### config.mk
export PLATFORM = sky130hd
export DESIGN_NAME = sram_host_ctrl
export DESIGN_NICKNAME = d
export VERILOG_FILES = /design/src/rtl/sram_host_pkg.sv /design/src/rtl/sram_host_ctrl.sv
export SDC_FILE = /design/constraint.sdc
export NUM_CORES = 1
export LEC_CHECK = 0
export ABC_AREA = 1
export BUFFER_PORTS_ARGS = -buffer_cell sky130_fd_sc_hd__buf_4
export CORE_MARGIN = 2
export CORE_UTILIZATION = 49
export DETAILED_ROUTE_END_ITERATION = 10
export HOLD_SLACK_MARGIN = 0.12
export PLACE_DENSITY_LB_ADDON = 0.08
export SLEW_MARGIN = 20
export SYNTH_ARGS = -nofsm -noshare
export SYNTH_HDL_FRONTEND = slang
export SYNTH_SLANG_ARGS = --single-unit
### constraint.sdc
create_clock -name clock -period 1.7 [get_ports clock]
set_clock_uncertainty 0.15 [all_clocks]
set_input_delay 0.34 -clock clock [delete_from_list [all_inputs] [get_ports clock]]
set_output_delay 0.34 -clock clock [all_outputs]
set_load 0.03 [all_outputs]
### src/rtl/sram_host_pkg.sv
package sram_host_pkg;
   localparam int ADDR_W          = 13;
   localparam int DATA_W          = 9;
   localparam int CLK_PERIOD_PS   = 25000;
   // slowest grade figures; host waits cover all grades
   localparam int T_ACCESS_PS     = 20000;
   localparam int T_WP_PS         = 15000;
   localparam int T_WHZ_PS        = 8000;
   localparam int T_DW_PS         = 10000;
   localparam int T_OHZ_PS        = 8000;
   localparam int ACCESS_CYC      = (T_ACCESS_PS + CLK_PERIOD_PS - 1) / CLK_PERIOD_PS;
   localparam int WP_MIN_PS       = (T_WP_PS > T_WHZ_PS + T_DW_PS) ? T_WP_PS
                                                                  : T_WHZ_PS + T_DW_PS;
   localparam int WP_CYC          = (WP_MIN_PS + CLK_PERIOD_PS - 1) / CLK_PERIOD_PS;
   localparam int TURN_CYC        = (T_OHZ_PS + CLK_PERIOD_PS - 1) / CLK_PERIOD_PS;
   localparam logic [3:0] CNT_ONE = 4'h1;
endpackage

### src/rtl/sram_host_ctrl.sv
module sram_host_ctrl
   import sram_host_pkg::*;
#(
   parameter int AW = ADDR_W,
   parameter int DW = DATA_W
) (
   // clock and reset
   input  wire logic          clock,
   input  wire logic          srst,
   // user request
   input  wire logic          req_valid,
   output logic               req_ready,
   input  wire logic          req_write,
   input  wire logic [AW-1:0] req_addr,
   input  wire logic [DW-1:0] req_wdata,
   output logic               rsp_valid,
   output logic [DW-1:0]      rsp_rdata,
   // memory pins
   output logic [AW-1:0]      mem_addr,
   output logic               chip_select_low_active_n,
   output logic               chip_select_high_active,
   output logic               output_enable_n,
   output logic               write_strobe_n,
   input  wire logic [DW-1:0] mem_data_in,
   output logic [DW-1:0]      mem_data_out,
   output logic               mem_data_oe
);

   typedef enum logic [2:0] {
      ST_IDLE  = 3'b000,
      ST_READ  = 3'b001,
      ST_SETUP = 3'b010,
      ST_WRITE = 3'b011,
      ST_END   = 3'b100
   } state_e;

   typedef struct packed {
      state_e        state;
      logic [3:0]    cnt;
      logic [AW-1:0] addr;
      logic [DW-1:0] wdata;
      logic [DW-1:0] rdata;
      logic          rvalid;
      logic          cs_n;
      logic          cs;
      logic          oe_n;
      logic          we_n;
      logic          doe;
   } ctrl_s;

   ctrl_s st_ff;
   ctrl_s nxt_st;

   function automatic logic [3:0] cyc(input int n);
      cyc = (n < 1) ? CNT_ONE : 4'(n);
   endfunction

   always_comb begin
      nxt_st        = st_ff;
      nxt_st.rvalid = 1'b0;
      case (st_ff.state)
         ST_IDLE: begin
            // idle: deselected, strobes high, bus released
            nxt_st.cs_n = 1'b1;
            nxt_st.cs   = 1'b0;
            nxt_st.oe_n = 1'b1;
            nxt_st.we_n = 1'b1;
            nxt_st.doe  = 1'b0;
            if (req_valid) begin
               // address moves only while strobe is high
               nxt_st.addr  = req_addr;
               nxt_st.wdata = req_wdata;
               nxt_st.cs_n  = 1'b0;
               nxt_st.cs    = 1'b1;
               if (req_write) begin
                  // output disable kept high; pulse sized for the larger of T_WP_PS and T_WHZ_PS + T_DW_PS
                  nxt_st.state = ST_SETUP;
                  nxt_st.cnt   = cyc(TURN_CYC);
               end else begin
                  nxt_st.oe_n  = 1'b0;
                  nxt_st.state = ST_READ;
                  nxt_st.cnt   = cyc(ACCESS_CYC);
               end
            end
         end
         ST_READ: begin
            if (st_ff.cnt == CNT_ONE) begin
               nxt_st.rdata  = mem_data_in;
               nxt_st.rvalid = 1'b1;
               nxt_st.oe_n   = 1'b1;
               nxt_st.cs_n   = 1'b1;
               nxt_st.cs     = 1'b0;
               nxt_st.state  = ST_END;
               nxt_st.cnt    = cyc(TURN_CYC);
            end else begin
               nxt_st.cnt = st_ff.cnt - CNT_ONE;
            end
         end
         ST_SETUP: begin
            // wait out any device drive before taking the bus
            if (st_ff.cnt == CNT_ONE) begin
               nxt_st.doe   = 1'b1;
               nxt_st.we_n  = 1'b0;
               nxt_st.state = ST_WRITE;
               nxt_st.cnt   = cyc(WP_CYC);
            end else begin
               nxt_st.cnt = st_ff.cnt - CNT_ONE;
            end
         end
         ST_WRITE: begin
            if (st_ff.cnt == CNT_ONE) begin
               nxt_st.we_n  = 1'b1;
               nxt_st.state = ST_END;
               nxt_st.cnt   = CNT_ONE;
            end else begin
               nxt_st.cnt = st_ff.cnt - CNT_ONE;
            end
         end
         ST_END: begin
            // data held one cycle past strobe rise for hold time
            nxt_st.doe  = 1'b0;
            nxt_st.cs_n = 1'b1;
            nxt_st.cs   = 1'b0;
            if (st_ff.cnt == CNT_ONE) begin
               nxt_st.state = ST_IDLE;
            end else begin
               nxt_st.cnt = st_ff.cnt - CNT_ONE;
            end
         end
         default: nxt_st.state = ST_IDLE;
      endcase
   end

   always_ff @(posedge clock) begin
      if (srst) begin
         st_ff       <= '0;
         st_ff.state <= ST_IDLE;
         st_ff.cs_n  <= 1'b1;
         st_ff.oe_n  <= 1'b1;
         st_ff.we_n  <= 1'b1;
      end else begin
         st_ff <= nxt_st;
      end
   end

   // pins come straight from flip-flops so the memory never sees a decode glitch
   assign req_ready                = (st_ff.state == ST_IDLE);
   assign rsp_valid                = st_ff.rvalid;
   assign rsp_rdata                = st_ff.rdata;
   assign mem_addr                 = st_ff.addr;
   assign chip_select_low_active_n = st_ff.cs_n;
   assign chip_select_high_active  = st_ff.cs;
   assign output_enable_n          = st_ff.oe_n;
   assign write_strobe_n           = st_ff.we_n;
   assign mem_data_out             = st_ff.wdata;
   assign mem_data_oe              = st_ff.doe;
endmodule // sram_host_ctrl

==> impl_summary.md <==
Run status
The flow ran to the end, and the final reports show no timing, DRC or antenna violations.

Floorplan
The site row count is 23. The initial core utilization is 0.508. In this run the horizontal extent of the chip is between 60 and 70 µm. The floorplan step defined a die boundary enclosing 4680 µm². The boundary pin count is 73. The area of the core is 4000 µm².

The die is around 70 µm tall.

Logic synthesis
The synthesized design contains between 40 and 50 register bits. The synthesized-area fraction occupied by ao, oa, aoi and oai cells is 0.0746. The share of the synthesized netlist area taken by xor and xnor gates is 0. Counting every instance in the synthesized netlist gives ~280. The combinational family with the most area after synthesis is simple AND/OR/NAND/NOR gates. The multiplexer area fraction after synthesis is 0. Each instance of the synthesized netlist takes up on average 7.20 µm².

For this run, the register share of the synthesized area comes to 0.434. Counting distinct cell types in the post-synthesis netlist gives 21. The synthesized area is about 2000 µm². The Yosys step of the flow raised 0 warnings. Of the total synthesized cell area, the portion taken by AND, OR, NAND and NOR gates is 0.303. Counting every net in the synthesized netlist gives 319. The post-synthesis adder-cell area fraction is 0.0123.

Drt
Summing over every cut layer, the via total after detailed routing is 1780. The count of antenna-violating nets left after detailed routing is 0. The total wire length is 4250 µm. The count of routing violations after the opening detailed-route iteration is 97. The number of DRC violations after detailed routing is 0.

The first-pass detailed-route iteration total is 4. The post-detailed-route wirelength per cell is 10.9 µm. Dividing the detail-routed via count by the number of cells gives 4.58.

Setup path
The critical path in this run is classified as flip-flop to output pin. STA classifies the critical path endpoint as an output pin. The delay contributed by the slowest stage of the critical path is 0.38 ns. The worst setup path is launched from a flip-flop.

The depth of the worst register-to-register path is 8. The slowest stage of the critical path belongs to the cell dfxtp_1. The data required time at the worst endpoint is between 1 and 1.5 ns. STA puts the critical path data arrival time at 1.13 ns. The critical path goes through nor2_4, nand2_4, inv_4, buf_4. Of all nets on the critical path, the largest fanout is 6.

Timing
Summed over all failing endpoints, the final setup total negative slack is 0 ns. The actual slew at the worst max-slew pin is 0.329 ns. The period utilization is 0.955.

Hold is met by 0.135 ns. The number of pins with negative max-slew slack in the final report is 0. In this run the tightest slew margin relative to its limit is 0.780.

The count of endpoints failing hold in the final timing report is 0. Setup violations remaining at the end of the flow were counted as 0. The highest achievable clock rate is 616 MHz.

The smallest clock period supported by the final layout is computed as approximately 1.6 ns. Setup repair after global routing left no endpoint under its margin.

GRT
Entering global routing, the biggest net connects 27 pins. The number of antenna violations at the first check in global routing was 0. The first-pass GRT wire length is 6440 µm. The via count of the first global-routing pass is 1535. The total overflow left after global routing is 0. The overall track demand over capacity in global routing is 0.185.

Run
The number of max-capacitance violations reported is 0.

Layout
In the final layout, the share of cells above drive strength 1 is 0.274. The final layout contains 375 nets. The growth of design area from synthesis to finish is 27.2%. The number of inserted diodes is 0. The filler-free cell count of the finished design is 389.

Clock tree
The clock tree from TritonCTS is yes. The later-pin clock latency in the skew report is 0.29 ns. Buffers inserted during clock tree synthesis total 5. The buffer levels on the longest clock path is 2.

The clock root buffer is clkbuf_8. The H-tree was split into 2 levels. Clock-pin slew was measured on the worst setup and hold paths at 0.08 ns.

Clock tree synthesis found a total of 44 sinks.

Min path
The number of cells on the worst hold path is 3. The worst min-delay path class is primary input to flip-flop.

Placed design
Input and output buffers added on the ports amount to 72. The number of placed instances, taps included, is 370. The final weighted congestion of routability-driven global placement is 0.905.

The estimated wirelength of the detail-placed design is about 3000 µm.

Power
Power spread over the standard cell area amounts to 1840 nW/µm². In this run the static leakage power is 1.30 nW. The worst-case IR drop observed on VDD is 0.905 mV.
per-layer routing:
layer,GRT usage,vias up,part of all wire
met3,0.0526,4,0.066
li1,-,958,-
met4,0.0750,0,0.012
met1,0.228,758,0.47
met2,0.302,60,0.46
met5,0,-,0
area by class of cell:
type,count,area (µm²)
Clock inverter,1,7.51
Multi-Input combinational cell,183,795
Clock buffer,7,86.3
Timing Repair Buffer,87,678
Tap cell,50,62.6
Fill cell,397,1420
Inverter,17,72.6
Sequential cell,44,882
cell families (layout without fill, tap and decap cells):
logic type               count (synthesis)  in the layout
adder cells (fa/ha/maj)                  2              2
AO/OA/AOI/OAI                           30             30
AND/OR/NAND/NOR                        151            151
flip-flops                              44             44
buffers and inverters                   55            112
sequential cells by signal (all words and copies together), names as in the netlist:
register	cells
chip_select_high_active	1
chip_select_low_active_n	1
mem_addr	13
mem_data_oe	1
mem_data_out	9
output_enable_n	1
rsp_rdata	9
rsp_valid	1
st_ff	7
write_strobe_n	1
final timing paths:
path	from	end	slack, ns
setup / recovery	st_ff[42]$_SDFFE_PP0P_	req_ready	0.08
hold / removal	req_wdata[5]	mem_data_out[5]$_SDFFE_PP0P_	0.14
setup reg to reg	st_ff[38]$_SDFFE_PP0P_	rsp_rdata[3]$_SDFFE_PP0P_	0.13
hold reg to reg	rsp_rdata[5]$_SDFFE_PP0P_	rsp_rdata[5]$_SDFFE_PP0P_	0.31
synth_stat cells:
cell	number	area [µm²]
a21oi_1	4	20.0
buf_2	1	5.00
buf_4	31	233
buf_6	4	45.0
clkbuf_1	2	7.51
clkinv_1	2	7.51
dfxtp_1	44	881
ha_1	2	25.0
inv_1	12	45.0
inv_2	1	3.75
inv_4	2	12.5
nand2_1	68	255
nand2_4	2	22.5
nand3_1	16	80.1
nand3b_1	1	7.51
nor2_1	62	233
nor2_4	1	11.3
nor3_1	1	5.00
o21ai_0	15	75.1
o21ai_1	10	50.1
o22ai_1	1	6.26
cell usage in the layout (no fill, tap or decap), types with 2 or more instances in the layout:
cell / Yosys / routed
buf_4: 31 / 77
nand2_1: 68 / 68
nor2_1: 62 / 62
dfxtp_1: 44 / 43
nand3_1: 16 / 16
o21ai_0: 15 / 15
inv_1: 12 / 12
o21ai_1: 10 / 10
dlygate4sd3_1: 0 / 10
clkbuf_8: 0 / 6
a21oi_1: 4 / 3
nand2_4: 2 / 2
inv_4: 2 / 2
clkinvlp_4: 0 / 2
ha_1: 2 / 2
stage by stage:
step	power (mW)	area [µm²]	utilization	setup WS, ns
2_1_floorplan	3.63	2030	-	0.296
3_3_place_gp	4.02	2370	0.593	0.0938
3_5_place_dp	4.04	2370	0.593	0.0832
4_1_cts	4.76	2570	0.644	0.0240
5_1_grt	5.15	2580	0.646	0.00878
6_report	4.74	2580	0.646	0.0758
power breakdown:
part	switching (mW)	internal (mW)
Sequential	0.196	1.32
Clock	0.332	0.330
Combinational	1.65	0.918
Total	2.17	2.57
what timing repair did:
| action | CTS | global route |
|---|---|---|
| buffers inserted | 1 | 0 |
| pin swaps | 1 | 0 |
| setup endpoints to repair | 1 | 13 |
| gates resized for setup | 0 | 3 |
| endpoints found under the hold margin | 13 | 0 |
| hold buffers | 10 | 0 |
worst max-delay path, delay by kind of cell (launching register included):
kind	cells	cell delay, ns
buffers and inverters	2	0.24
DFF	1	0.38
and+or+nand+nor	2	0.22
Note: power is estimated with default switching activity, not from simulation.
